[config.mk]
export PLATFORM = sky130hd
export DESIGN_NAME = motor_fault_config_bank
export DESIGN_NICKNAME = d
export VERILOG_FILES = /design/src/include/fault_cfg_pkg.sv /design/src/logic/motor_fault_config_bank.sv
export SDC_FILE = /design/constraint.sdc
export NUM_CORES = 1
export LEC_CHECK = 0
export ABC_AREA = 1
export BUFFER_PORTS_ARGS = -buffer_cell sky130_fd_sc_hd__buf_2
export CAP_MARGIN = 20
export CORE_MARGIN = 8
export CORE_UTILIZATION = 30
export DETAILED_ROUTE_END_ITERATION = 10
export GPL_TIMING_DRIVEN = 0
export HOLD_SLACK_MARGIN = 0.03
export REMOVE_ABC_BUFFERS = 1
export SETUP_SLACK_MARGIN = 0.15
export SYNTH_ARGS = -nofsm -noshare
export SYNTH_HDL_FRONTEND = slang
export SYNTH_SLANG_ARGS = --single-unit
export TNS_END_PERCENT = 30
[constraint.sdc]
create_clock -name clock -period 2.41 [get_ports clock]
set_input_delay 0.3615 -clock clock [delete_from_list [all_inputs] [get_ports clock]]
set_output_delay 0.3615 -clock clock [all_outputs]
set_load 0.01 [all_outputs]
[src/include/fault_cfg_pkg.sv]
// Constants, field layouts and carriers of the motor fault configuration bank
package fault_cfg_pkg;
  // ==========================================================
  // Register indices, byte address is four times the index
  localparam logic [9:0] IDX_PRIMARY = 10'h091;
  localparam logic [9:0] IDX_SECONDARY = 10'h092;
  localparam logic [9:0] IDX_STATUS = 10'h0A0;
  localparam logic [9:0] IDX_MASK = 10'h0A1;
  localparam logic [9:0] IDX_CONTROL = 10'h0A2;
  localparam logic [31:0] RST_WORD = 32'h0000_0000;
  localparam int CTRL_CLEAR_BIT = 0;
  // ==========================================================
  // Status bit positions
  localparam int ST_LOCK = 0;
  localparam int ST_TIMEOUT = 1;
  localparam int ST_FREQ = 2;
  localparam int ST_SAT = 3;
  localparam int ST_W = 4;
  // ==========================================================
  // Lock action codes
  localparam logic [3:0] ACT_LAST_LATCH = 4'h7;
  localparam logic [3:0] ACT_REPORT = 4'h8;
  localparam logic [3:0] ACT_FIRST_OFF = 4'h9;
  localparam logic [1:0] GATE_HIZ = 2'h0;
  localparam logic [1:0] GATE_RECIRC = 2'h1;
  localparam logic [1:0] GATE_BRAKE_HIGH = 2'h2;
  localparam logic [1:0] GATE_BRAKE_LOW = 2'h3;
  // ==========================================================
  // Trip level decoding
  localparam logic [7:0] OVERSPEED_BASE_PCT = 8'h82;
  localparam logic [7:0] BACKEMF_BASE_PCT = 8'h0A;
  localparam logic [7:0] LEVEL_STEP_PCT = 8'h0A;
  localparam logic [9:0] ABSENT_MA [8] = '{10'h032, 10'h04B, 10'h064, 10'h07D,
                                           10'h0FA, 10'h1F4, 10'h2EE, 10'h3E8};
  // ==========================================================
  // Register layouts
  typedef struct packed {
    logic [24:0] upper;
    logic [3:0] lock_action_select;
    logic position_detect_timeout_fault_on;
    logic position_detect_freq_fault_on;
    logic saturation_report_on;
  } primary_t;
  typedef struct packed {
    logic parity;
    logic overspeed_lock_on;
    logic backemf_lock_on;
    logic absent_motor_lock_on;
    logic [2:0] overspeed_trip_level;
    logic [2:0] backemf_trip_level;
    logic [2:0] absent_motor_current_level;
    logic [18:0] lower;
  } secondary_t;
  typedef struct packed {
    logic hiz;
    logic recirc;
    logic brake_high;
    logic brake_low;
  } gate_action_t;
endpackage

[src/logic/motor_fault_config_bank.sv]
// AHB-Lite register bank with lock, detection fault and saturation handling
`timescale 1ns/1ps
module motor_fault_config_bank (
  input wire logic clock,
  input wire logic nrst,
  input wire logic ce,
  input wire logic hsel,
  input wire logic [31:0] haddr,
  input wire logic [1:0] htrans,
  input wire logic hwrite,
  input wire logic [2:0] hsize,
  input wire logic [31:0] hwdata,
  input wire logic hready,
  output logic hreadyout,
  output logic hresp,
  output logic [31:0] hrdata,
  input wire logic overspeed_hit,
  input wire logic backemf_hit,
  input wire logic absent_motor_hit,
  input wire logic position_timeout_evt,
  input wire logic position_freq_evt,
  input wire logic current_loop_sat,
  input wire logic speed_loop_sat,
  output logic fault_out_n,
  output fault_cfg_pkg::gate_action_t gate_action,
  output logic saturation_flag,
  output logic [7:0] overspeed_trip_pct,
  output logic [7:0] backemf_trip_pct,
  output logic [9:0] absent_motor_ma,
  output logic irq
);
  import fault_cfg_pkg::*;

  // ==========================================================
  // Bus slave
  logic wr_pend_q;
  logic [9:0] wr_idx_q;
  logic addr_take;
  logic [9:0] addr_idx;
  logic status_read;
  logic [31:0] rd_word;
  primary_t prim_q;
  secondary_t sec_q;
  logic [ST_W-1:0] stat_q;
  logic [ST_W-1:0] mask_q;
  logic [ST_W-1:0] stat_set;
  logic fault_clear;

  assign addr_take = hsel && htrans[1] && hready;
  assign addr_idx = haddr[11:2];
  assign status_read = ce && addr_take && !hwrite && (addr_idx == IDX_STATUS);
  assign fault_clear = ce && wr_pend_q && (wr_idx_q == IDX_CONTROL) && hwdata[CTRL_CLEAR_BIT];

  // Zero wait states: hreadyout rises on the first edge after reset and then holds, hresp never moves
  always_ff @(posedge clock or negedge nrst) begin
    if (!nrst) begin
      hreadyout <= 1'b0;
      hresp <= 1'b0;
    end else begin
      hreadyout <= 1'b1;
      hresp <= 1'b0;
    end
  end

  always_ff @(posedge clock or negedge nrst) begin
    if (!nrst) begin
      wr_pend_q <= 1'b0;
      wr_idx_q <= '0;
    end else if (ce) begin
      wr_pend_q <= addr_take && hwrite;
      wr_idx_q <= addr_idx;
    end
  end

  always_comb begin
    rd_word = RST_WORD;
    unique case (addr_idx)
      IDX_PRIMARY: rd_word = prim_q;
      IDX_SECONDARY: rd_word = sec_q;
      IDX_STATUS: rd_word[ST_W-1:0] = stat_q;
      IDX_MASK: rd_word[ST_W-1:0] = mask_q;
      default: rd_word = RST_WORD;
    endcase
  end

  // Read data is prepared in the address phase, unmapped words read zero
  always_ff @(posedge clock or negedge nrst) begin
    if (!nrst) begin
      hrdata <= '0;
    end else if (ce && addr_take && !hwrite) begin
      hrdata <= rd_word;
    end
  end

  // ==========================================================
  // Configuration words
  always_ff @(posedge clock or negedge nrst) begin
    if (!nrst) begin
      prim_q <= RST_WORD;
    end else if (ce && wr_pend_q && wr_idx_q == IDX_PRIMARY) begin
      prim_q <= hwdata;
    end
  end

  always_ff @(posedge clock or negedge nrst) begin
    if (!nrst) begin
      sec_q <= RST_WORD;
    end else if (ce && wr_pend_q && wr_idx_q == IDX_SECONDARY) begin
      sec_q <= hwdata;
    end
  end

  always_ff @(posedge clock or negedge nrst) begin
    if (!nrst) begin
      mask_q <= '0;
    end else if (ce && wr_pend_q && wr_idx_q == IDX_MASK) begin
      mask_q <= hwdata[ST_W-1:0];
    end
  end

  // ==========================================================
  // Lock detection
  logic lock_hit;
  logic lock_off;
  logic lock_latch_q;
  logic lock_report_q;
  logic [1:0] action_q;
  logic lock_new;
  logic [3:0] act;

  assign act = prim_q.lock_action_select;
  assign lock_off = act >= ACT_FIRST_OFF;
  assign lock_hit = !lock_off && ((overspeed_hit && sec_q.overspeed_lock_on) ||
                    (backemf_hit && sec_q.backemf_lock_on) ||
                    (absent_motor_hit && sec_q.absent_motor_lock_on));
  assign lock_new = ce && lock_hit && !lock_latch_q && !lock_report_q;

  // Codes 4 to 7 keep the gate action of their low two bits; retry is not modelled
  always_ff @(posedge clock or negedge nrst) begin
    if (!nrst) begin
      lock_latch_q <= 1'b0;
      action_q <= GATE_HIZ;
    end else if (ce) begin
      if (lock_new && act <= ACT_LAST_LATCH) begin
        lock_latch_q <= 1'b1;
        action_q <= act[1:0];
      end else if (fault_clear) begin
        lock_latch_q <= 1'b0;
      end
    end
  end

  always_ff @(posedge clock or negedge nrst) begin
    if (!nrst) begin
      lock_report_q <= 1'b0;
    end else if (ce) begin
      if (lock_new && act == ACT_REPORT) begin
        lock_report_q <= 1'b1;
      end else if (fault_clear) begin
        lock_report_q <= 1'b0;
      end
    end
  end

  always_ff @(posedge clock or negedge nrst) begin
    if (!nrst) begin
      gate_action <= '0;
    end else if (ce) begin
      gate_action.hiz <= lock_latch_q && action_q == GATE_HIZ;
      gate_action.recirc <= lock_latch_q && action_q == GATE_RECIRC;
      gate_action.brake_high <= lock_latch_q && action_q == GATE_BRAKE_HIGH;
      gate_action.brake_low <= lock_latch_q && action_q == GATE_BRAKE_LOW;
    end
  end

  // ==========================================================
  // Position detection faults and saturation
  logic pd_fault_q;
  logic pd_hit;
  logic sat_hit;

  assign pd_hit = (position_timeout_evt && prim_q.position_detect_timeout_fault_on) ||
                  (position_freq_evt && prim_q.position_detect_freq_fault_on);
  assign sat_hit = prim_q.saturation_report_on && (current_loop_sat || speed_loop_sat);

  always_ff @(posedge clock or negedge nrst) begin
    if (!nrst) begin
      pd_fault_q <= 1'b0;
    end else if (ce) begin
      if (pd_hit) begin
        pd_fault_q <= 1'b1;
      end else if (fault_clear) begin
        pd_fault_q <= 1'b0;
      end
    end
  end

  always_ff @(posedge clock or negedge nrst) begin
    if (!nrst) begin
      saturation_flag <= 1'b0;
    end else if (ce) begin
      saturation_flag <= sat_hit;
    end
  end

  // Fault pin follows the latches one cycle later
  always_ff @(posedge clock or negedge nrst) begin
    if (!nrst) begin
      fault_out_n <= 1'b1;
    end else if (ce) begin
      fault_out_n <= !(lock_latch_q || lock_report_q || pd_fault_q);
    end
  end

  // ==========================================================
  // Status and interrupt
  assign stat_set[ST_LOCK] = lock_new && act <= ACT_REPORT;
  assign stat_set[ST_TIMEOUT] = position_timeout_evt && prim_q.position_detect_timeout_fault_on;
  assign stat_set[ST_FREQ] = position_freq_evt && prim_q.position_detect_freq_fault_on;
  assign stat_set[ST_SAT] = sat_hit;

  // A set in the same cycle as the clearing read wins
  always_ff @(posedge clock or negedge nrst) begin
    if (!nrst) begin
      stat_q <= '0;
    end else if (ce) begin
      stat_q <= (status_read ? '0 : stat_q) | stat_set;
    end
  end

  always_ff @(posedge clock or negedge nrst) begin
    if (!nrst) begin
      irq <= 1'b0;
    end else if (ce) begin
      irq <= |(stat_q & mask_q);
    end
  end

  // ==========================================================
  // Trip level decoding
  function automatic logic [7:0] pct(input logic [7:0] base, input logic [2:0] code);
    pct = base + 8'(LEVEL_STEP_PCT * code);
  endfunction

  always_ff @(posedge clock or negedge nrst) begin
    if (!nrst) begin
      overspeed_trip_pct <= '0;
      backemf_trip_pct <= '0;
      absent_motor_ma <= '0;
    end else if (ce) begin
      overspeed_trip_pct <= pct(OVERSPEED_BASE_PCT, sec_q.overspeed_trip_level);
      backemf_trip_pct <= pct(BACKEMF_BASE_PCT, sec_q.backemf_trip_level);
      absent_motor_ma <= ABSENT_MA[sec_q.absent_motor_current_level];
    end
  end
endmodule

# After elaboration in Yosys (flattened, before gate mapping)
# Memories as Yosys holds them, arrays and structs flattened. A register that Yosys moved wholly into a read port is not among the register bits.
# Cells that the tools add are included.
# W data, S select, Z words.
totals:
  ff_bits: 144
  mem_bits_ro: 80
  out_inout_bits: 67
  mem_count: 1
classes:
  add_sub_neg: 2
  mul: 2
  order_cmp: 3
  n_eq_ne: 12
  muxes: 7
  bitwise_logic: 3
  reduce_logical: 50
mem_list:
  columns: ["name", "words", "width", "read_ports", "rd_ports_with_merged_regs", "write_ports", "line_no", "text"]
  rows:
  - ["(name not given)", 8, 10, 1, 1, 0, "motor_fault_config_bank.sv:253", "absent_motor_ma <= ABSENT_MA[sec_q.absent_motor_current_level];"]
ops:
  columns: ["op", "n"]
  rows:
  - ["$eq A10 B8 Y1 const B", 8]
  - ["$pmux W28 S2", 1]
  - ["$logic_and A1 B1 Y1", 29]
  - ["$pmux W4 S4", 1]
  - ["$mul A3 B3 Y6 const A", 2]
  - ["$add A4 B7 Y8 const A", 1]
  - ["$add A8 B7 Y8 const A", 1]
  - ["$reduce_and A2 Y1", 4]
  - ["$logic_not A1 Y1", 6]
  - ["$logic_or A1 B1 Y1", 6]
  - ["$reduce_bool A2 Y1", 3]
  - ["$and A4 B4 Y4", 1]
  - ["$eq A2 B2 Y1 const B", 2]
  - ["$eq A4 B4 Y1 const B", 1]
  - ["$ge A4 B4 Y1 const B", 1]
  - ["$le A4 B3 Y1 const B", 1]
  - ["$le A4 B4 Y1 const B", 1]
  - ["$mux W1", 4]
  - ["$mux W4", 1]
  - ["$not A3 Y4", 1]
  - ["$or A4 B4 Y4", 1]
  - ["$reduce_or A4 Y1", 1]
  - ["$eq A2 B1 Y1 const B", 1]
  - ["$logic_not A2 Y1", 1]

# Depth between registers and ports, before layout
# Gate-level depths: netlist (run 1).
depth:
  depth_word: 10
  ltp_mapped: 9

# Worst setup path after synthesis (run 1)
# Ideal clock, no wire load.
synth_path:
  kind: "reg-to-reg"
  from: "register sec_q[22] (netlist bit)"
  to: "register backemf_trip_pct[6]"
  arrival_ns: 1.551
  t_required_ns: 2.344
  path_slack_ns: 0.794
  stages_incl_launch_ff: 9
  cell_sequence: "dfrtp_1 -> ha_1 -> ha_1 -> ha_1 -> inv_1 -> nor3_1 -> xor2_1 -> nand2_1 -> nand2_1"
synth_via:
  elab_chain_len: 2
synth_rtl:
  columns: ["item", "line_no", "text"]
  rows:
  - ["from (decl)", "motor_fault_config_bank.sv:43", "secondary_t sec_q;"]
  - ["from (signal assigned)", "motor_fault_config_bank.sv:109", "sec_q <= hwdata;"]
  - ["$mul A3 B3 Y6", "motor_fault_config_bank.sv:242", "pct = base + 8'(LEVEL_STEP_PCT * code);"]
  - ["$add A4 B7 Y8", "motor_fault_config_bank.sv:242", null]
  - ["to (signal assigned)", "motor_fault_config_bank.sv:252", "backemf_trip_pct <= pct(BACKEMF_BASE_PCT, sec_q.backemf_trip_level);"]
  - ["to (decl)", "motor_fault_config_bank.sv:28", "output logic [7:0] backemf_trip_pct,"]
# No other way between the ends.
# A chain may end at the register's enable or synchronous reset.

# Worst setup path after layout (run 1)
layout_path:
  from: "input ce"
  to: "register stat_q[3]"
layout_via:
  elab_chain_len: 5
layout_rtl:
  columns: ["item", "line_no", "text"]
  rows:
  - ["from (decl)", "motor_fault_config_bank.sv:6", "input wire logic ce,"]
  - ["$logic_and A1 B1 Y1 (3 in series)", "motor_fault_config_bank.sv:51", "assign status_read = ce && addr_take && !hwrite && (addr_idx == IDX_STATUS);"]
  - ["$mux W4", "motor_fault_config_bank.sv:227", "stat_q <= (status_read ? '0 : stat_q) | stat_set;"]
  - ["$or A4 B4 Y4", "motor_fault_config_bank.sv:227", null]
  - ["to (signal assigned)", "motor_fault_config_bank.sv:227", null]
  - ["to (decl)", "motor_fault_config_bank.sv:44", "logic [ST_W-1:0] stat_q;"]
# Several ways; a longest one is shown, not always the timed one.

==> results of run 1 <==
## Yosys cell counts, drive strengths merged
cell / n
nor2: 55
dfstp: 1
nor4: 2
o21ai: 96
ha: 10
nor3: 6
inv: 65
clkbuf: 7
o32a: 1
dfrtp: 151
o211ai: 3
o21a: 1
a31oi: 30
a41oi: 1
a21oi: 9
conb: 2
nand2: 203
nand4: 4
buf: 31
nand3: 53
xor2: 2
o31ai: 4
## per-layer routing
metal,track usage [%],vias to the layer above
met1,16.9,2525
met3,3.81,9
met2,22.4,109
met4,3.64,2
met5,0,-
li1,-,2631
## metrics by stage
stage	hold slack, ns	cells	TNS [ns]
5_1_grt	0.165	1141	0
4_1_cts	0.155	1140	0
2_1_floorplan	0.0659	701	-0.375
3_3_place_gp	0.409	1100	-340.63
6_report	0.178	1141	0
3_5_place_dp	0.393	1106	-14.35
## repair_timing
action,in CTS,in global routing
endpoints found under the hold margin,64,0
pin swaps,1,0
gates cloned,1,0
endpoints found under the setup margin,4,2
hold buffers,1,0
resized for setup,1,1
## critical path, delay by kind of cell
| family | cells | cell delay [ns] |
|---|---|---|
| simple gates | 5 | 1.56 |
| buf+inv | 1 | 0.40 |
## area by class of cell
class	count	area share, %
multi-input combinational	485	29.3
clock inverter	11	2.09
sequential	152	46.3
tap	280	4.27
timing repair buffer	127	9.55
inverter	65	2.97
clock buffer	21	5.48
## where the power goes
part / switching, W / internal (W) / total [W]
clock: 0.00107 / 0.00177 / 0.00283
sequential: 0.0000832 / 0.00270 / 0.00278
combinational: 0.000346 / 0.000228 / 0.000574
## logic make-up (layout without fill, tap and decap cells)
kind of cell,after synthesis,after routing,synth area share [%]
xor+xnor,2,2,0.264
compound gates,145,145,13.2
other cells,2,4,0.113
flops,152,152,57.4
buf+inv,103,224,6.72
fa+ha+maj,10,10,1.89
simple gates,323,324,20.4
## registers in the layout (all words and copies together), names as in the netlist
name / flops
fault_out_n: 1
action_q: 2
pd_fault_q: 1
saturation_flag: 1
lock_latch_q: 1
hrdata: 32
lock_report_q: 1
absent_motor_ma: 10
prim_q: 28
backemf_trip_pct: 7
act: 4
wr_pend_q: 1
wr_idx_q: 10
irq: 1
mask_q: 4
hreadyout: 1
stat_q: 4
gate_action: 4
sec_q: 32
overspeed_trip_pct: 7
## worst max-delay path by stage
stage                           end  slack (ns)  depth (start not counted)
after floorplan           stat_q[0]        -0.1                          5
after global placement    stat_q[3]       -2.11                          6
after detailed placement  stat_q[3]       -0.34                          6
after CTS                 stat_q[3]        0.32                          6
after global routing      stat_q[3]        0.15                          6
final                     stat_q[3]        0.35                          6
==> results.yml, run 1 <==
outcome:
  status: "completed"
clocking:
  clockBufferDepth: 2
  h-tree-depth: 4
  cts_tree: "yes"
  cts_buffers: 17
  clk_latency_ns: 0.41
  post_cts_buffers: 0
  numClockSinks: 152
  cts-root-buf: "clkbuf_16"
  path_clk_slew_ns: 0.06
yosys:
  synth_top_area_cell: "dfrtp_1"
  syn_inst: 737
  synth_cell_types: 32
  synth.ff_latch_count: 152
  avgSynthCellArea_um2: 8.99
  yosysTopAreaCellShare_pct: 57.0
  yosysWarnings: 0
  yosysSeqAreaShare_pct: 57.4
  netlist_area_um2: 6620
  netlist_top_cells_area: "dfrtp_1, nand2_1, o21ai_1"
sta:
  fmax_mhz: 484
  postLayoutSetupSlackWorst_ns: 0.346
  hold_viol: 0
  worst_clock_skew_ns: 0.0108
  min_period_ns: 2.06
  fin_crit_sh_pct: 85.7
  setup_viol: 0
  slew_headroom_pct: 46.3
  slew_viol_final: 0
  worstMarginPinSlew_ns: 0.803
  rsz0062_at_grt: "yes"
floorplan:
  ios: 149
  start_util_pct: 30.4
  dieArea_um2: 27100
  coreArea_um2: 21800
  die-height_um: 165
  die_w_um: 165
  std_cell_rows: 54
placed_design:
  dp_hpwl_um: 11900
  port_buffers: 119
  dp_slack_ns: -0.340
  place.gp.congestion: 0.777
  placed_area_um2: 7540
worst_setup_path:
  crit_arrival_ns: 2.35
  startpoint_type: "input port"
  cp_slowest_cell: "nor2_4"
  cp_cell_sequence: "buf_4 -> nand4_1 -> nor2_4 -> nand3_1 -> nand2_1 -> nand2_1"
  critPathKind: "input port to register"
  rr_endpoint: "sec_q[31]"
  cp.required_ns: 2.70
  worstRegToRegCells: 5
  crit_fanout: 44
  slowest_delay_ns: 0.61
  critical_path.startpoint: "ce"
  rr_startpoint: "wr_idx_q[6]"
  ff2ff_setup_slack_ns: 0.37
  path_common_cell: "nand2_1"
  cp-end-kind: "register"
drt:
  dr.pass1.iters: 5
  routedWlPerCell_um: 15.5
  routed.top_layer: "met5"
  drc: 0
  antenna_left: 0
  drt-total-wl_um: 17700
  wl_met2_um: 8530
  met1_length_um: 8080
  dr_wl_met3_um: 945
  vias: 5276
  drt_iter0_drc: 361
  vias_per_cell: 4.62
cells_and_area:
  diodes: 0
  layout-drive-gt1-share_pct: 21.8
  fin_util_pct: 37.8
  final_cell_mix: "nand2_1, dfrtp_1, buf_2"
  design_area_um2: 8210
  nets: 940
  nFillCells: 2283
  regArea_um2: 3800
  multi_input_area_um2: 2410
  layout_commonest_cell: "nand2_1"
  area_delta_synth_final_pct: 24.0
pwr:
  power_density_nw_per_um2: 753
  leakage_nw: 3.99
  ir_drop_mv: 0.387
  finalPower_w: 0.00619
min_path:
  hp-class: "input port to register"
  whs_endpoint: "wr_idx_q[7]"
  min_path_cells: 3
  hp-start: "haddr[9]"
run:
  cap_violations: 0
global_route:
  grt_antenna_before_repair: 1
  first_global_vias: 5393
  grt_pass1_wl_um: 28600
  grt_max_degree: 89
  overflow: 0
  track_usage_pct: 13.5
(Power assumes the default switching activity.)
==> run 2, diff against run 1 <==
==> constraint.sdc (replaced) <==
create_clock -name clock -period 2.41 [get_ports clock]
set_input_delay 0.6025 -clock clock [delete_from_list [all_inputs] [get_ports clock]]
set_output_delay 0.6025 -clock clock [all_outputs]
set_load 0.01 [all_outputs]
==> results.yml, run 2 (same netlist as run 1, synthesis figures left out) <==
floorplan:
  ios: 149
  die-height_um: 165
  std_cell_rows: 54
  dieArea_um2: 27100
  die_w_um: 165
  start_util_pct: 30.4
  coreArea_um2: 21800
clocking:
  cts_tree: "yes"
  clk_latency_ns: 0.41
  h-tree-depth: 4
  cts-root-buf: "clkbuf_16"
  path_clk_slew_ns: 0.06
  clockBufferDepth: 2
  cts_buffers: 17
  hold_buffers: 0
  numClockSinks: 152
sta:
  min_period_ns: 2.13
  tns_ns: 0
  rsz0062_at_grt: "yes"
  fmax_mhz: 470
  slew_headroom_pct: 48.6
  postLayoutSetupSlackWorst_ns: 0.283
  worst_clock_skew_ns: 0.0117
  hold_viol: 0
  slew_viol_final: 0
  whs_ns: 0.163
  setup_viol: 0
  fin_crit_sh_pct: 88.3
  worstMarginPinSlew_ns: 0.769
cells_and_area:
  final_cell_mix: "nand2_1, dfrtp_1, buf_2"
  layout-drive-gt1-share_pct: 22.1
  nets: 942
  diodes: 0
  layout_commonest_cell: "nand2_1"
  top_regs: "hrdata (32), sec_q (32), prim_q (28)"
  area_delta_synth_final_pct: 24.2
  nFillCells: 2282
worst_setup_path:
  rr_startpoint: "wr_idx_q[6]"
  rr_endpoint: "prim_q[14]"
  cp-end-kind: "register"
  critPathKind: "input port to register"
  worstRegToRegCells: 5
  startpoint_type: "input port"
  ff2ff_setup_slack_ns: 0.35
  cp.required_ns: 2.71
  crit_fanout: 44
  crit_arrival_ns: 2.43
pwr:
  comb_power_share_pct: 9.3
  finalPower_w: 0.00619
  p_int_w: 0.00469
  ir_drop_mv: 0.386
  p_clk_share_pct: 45.8
  pwr-share-seq_pct: 45.0
  power_density_nw_per_um2: 752
  p_sw_w: 0.00149
  swShare_pct: 24.2
  leakage_nw: 4.00
global_route:
  grt_pass1_wl_um: 28600
  first_global_vias: 5393
  overflow: 0
  grt_antenna_before_repair: 1
  grt_max_degree: 89
  track_usage_pct: 13.5
drt:
  met1_length_um: 8090
  vias_per_cell: 4.65
  drt_iter0_drc: 351
  vias: 5314
  routed.top_layer: "met5"
  routedWlPerCell_um: 15.5
  wl_met2_um: 8570
  dr.pass1.iters: 7
  antenna_left: 0
  drc: 0
  dr_wl_met3_um: 936
  drt-total-wl_um: 17700
min_path:
  hp-class: "input port to async pin"
outcome:
  status: "completed"
placed_design:
  place.gp.congestion: 0.777
  dp_slack_ns: -0.581
  dp_hpwl_um: 11900
  port_buffers: 119
run:
  cap_violations: 0
-- run 2: routing by layer --
metal / track usage (%) / up-vias
li1: - / 2638
met1: 16.9 / 2555
met2: 22.4 / 113
met3: 3.81 / 6
met4: 3.64 / 2
met5: 0 / -
-- run 2: final cells by class --
| type | instances | area, µm² | share of cell area [%] |
|---|---|---|---|
| Inverter | 65 | 244 | 2.97 |
| Multi-Input combinational cell | 485 | 2410 | 29.3 |
| Tap cell | 280 | 350 | 4.26 |
| Sequential cell | 152 | 3800 | 46.3 |
| Timing Repair Buffer | 129 | 797 | 9.69 |
| Clock inverter | 11 | 171 | 2.08 |
| Clock buffer | 21 | 450 | 5.48 |
-- run 2: critical path: stages --
cell and delay [ns]:
buf_4 0.40, nand4_1 0.23, nor2_1 0.24, nand2_2 0.42, buf_12 0.35, nand2_1 0.09, o21ai_1 0.06
-- run 2: repair_timing --
item / in CTS / in global routing
hold endpoints to repair: 0 / 0
resized for setup: 1 / 1
setup endpoints to repair: 67 / 43
setup buffers: 3 / 0
gates cloned: 1 / 0
pin swaps: 1 / 0
-- run 2: how the worst max path moves through the flow --
stage,startpoint,cells after the start,end,slack [ns]
3_5_place_dp,ce,6,stat_q[3],-0.58
6_report,ce,7,prim_q[14],0.28
2_1_floorplan,ce,5,stat_q[0],-0.34
4_1_cts,ce,5,hrdata[3],0.09
5_1_grt,ce,7,sec_q[31],0.10
3_3_place_gp,ce,6,stat_q[3],-2.35
-- run 2: power groups by stage --
| stage | sequential [W] | clock, W | combinational [W] |
|---|---|---|---|
| after floorplan | 0.00287 | 0 | 0.000209 |
| after global placement | 0.00283 | 0 | 0.000565 |
| after detailed placement | 0.00283 | 0 | 0.000586 |
| after CTS | 0.00278 | 0.00291 | 0.000591 |
| after global routing | 0.00280 | 0.00301 | 0.000648 |
| final | 0.00278 | 0.00283 | 0.000573 |
-- run 2: stage by stage --
step / util [%] / std cells / instance area (µm²)
4_1_cts: 37.7 / 1142 / 8190
2_1_floorplan: - / 701 / 6430
3_5_place_dp: 34.7 / 1106 / 7540
6_report: 37.8 / 1143 / 8230
3_3_place_gp: 33.9 / 1100 / 7380
5_1_grt: 37.8 / 1143 / 8230
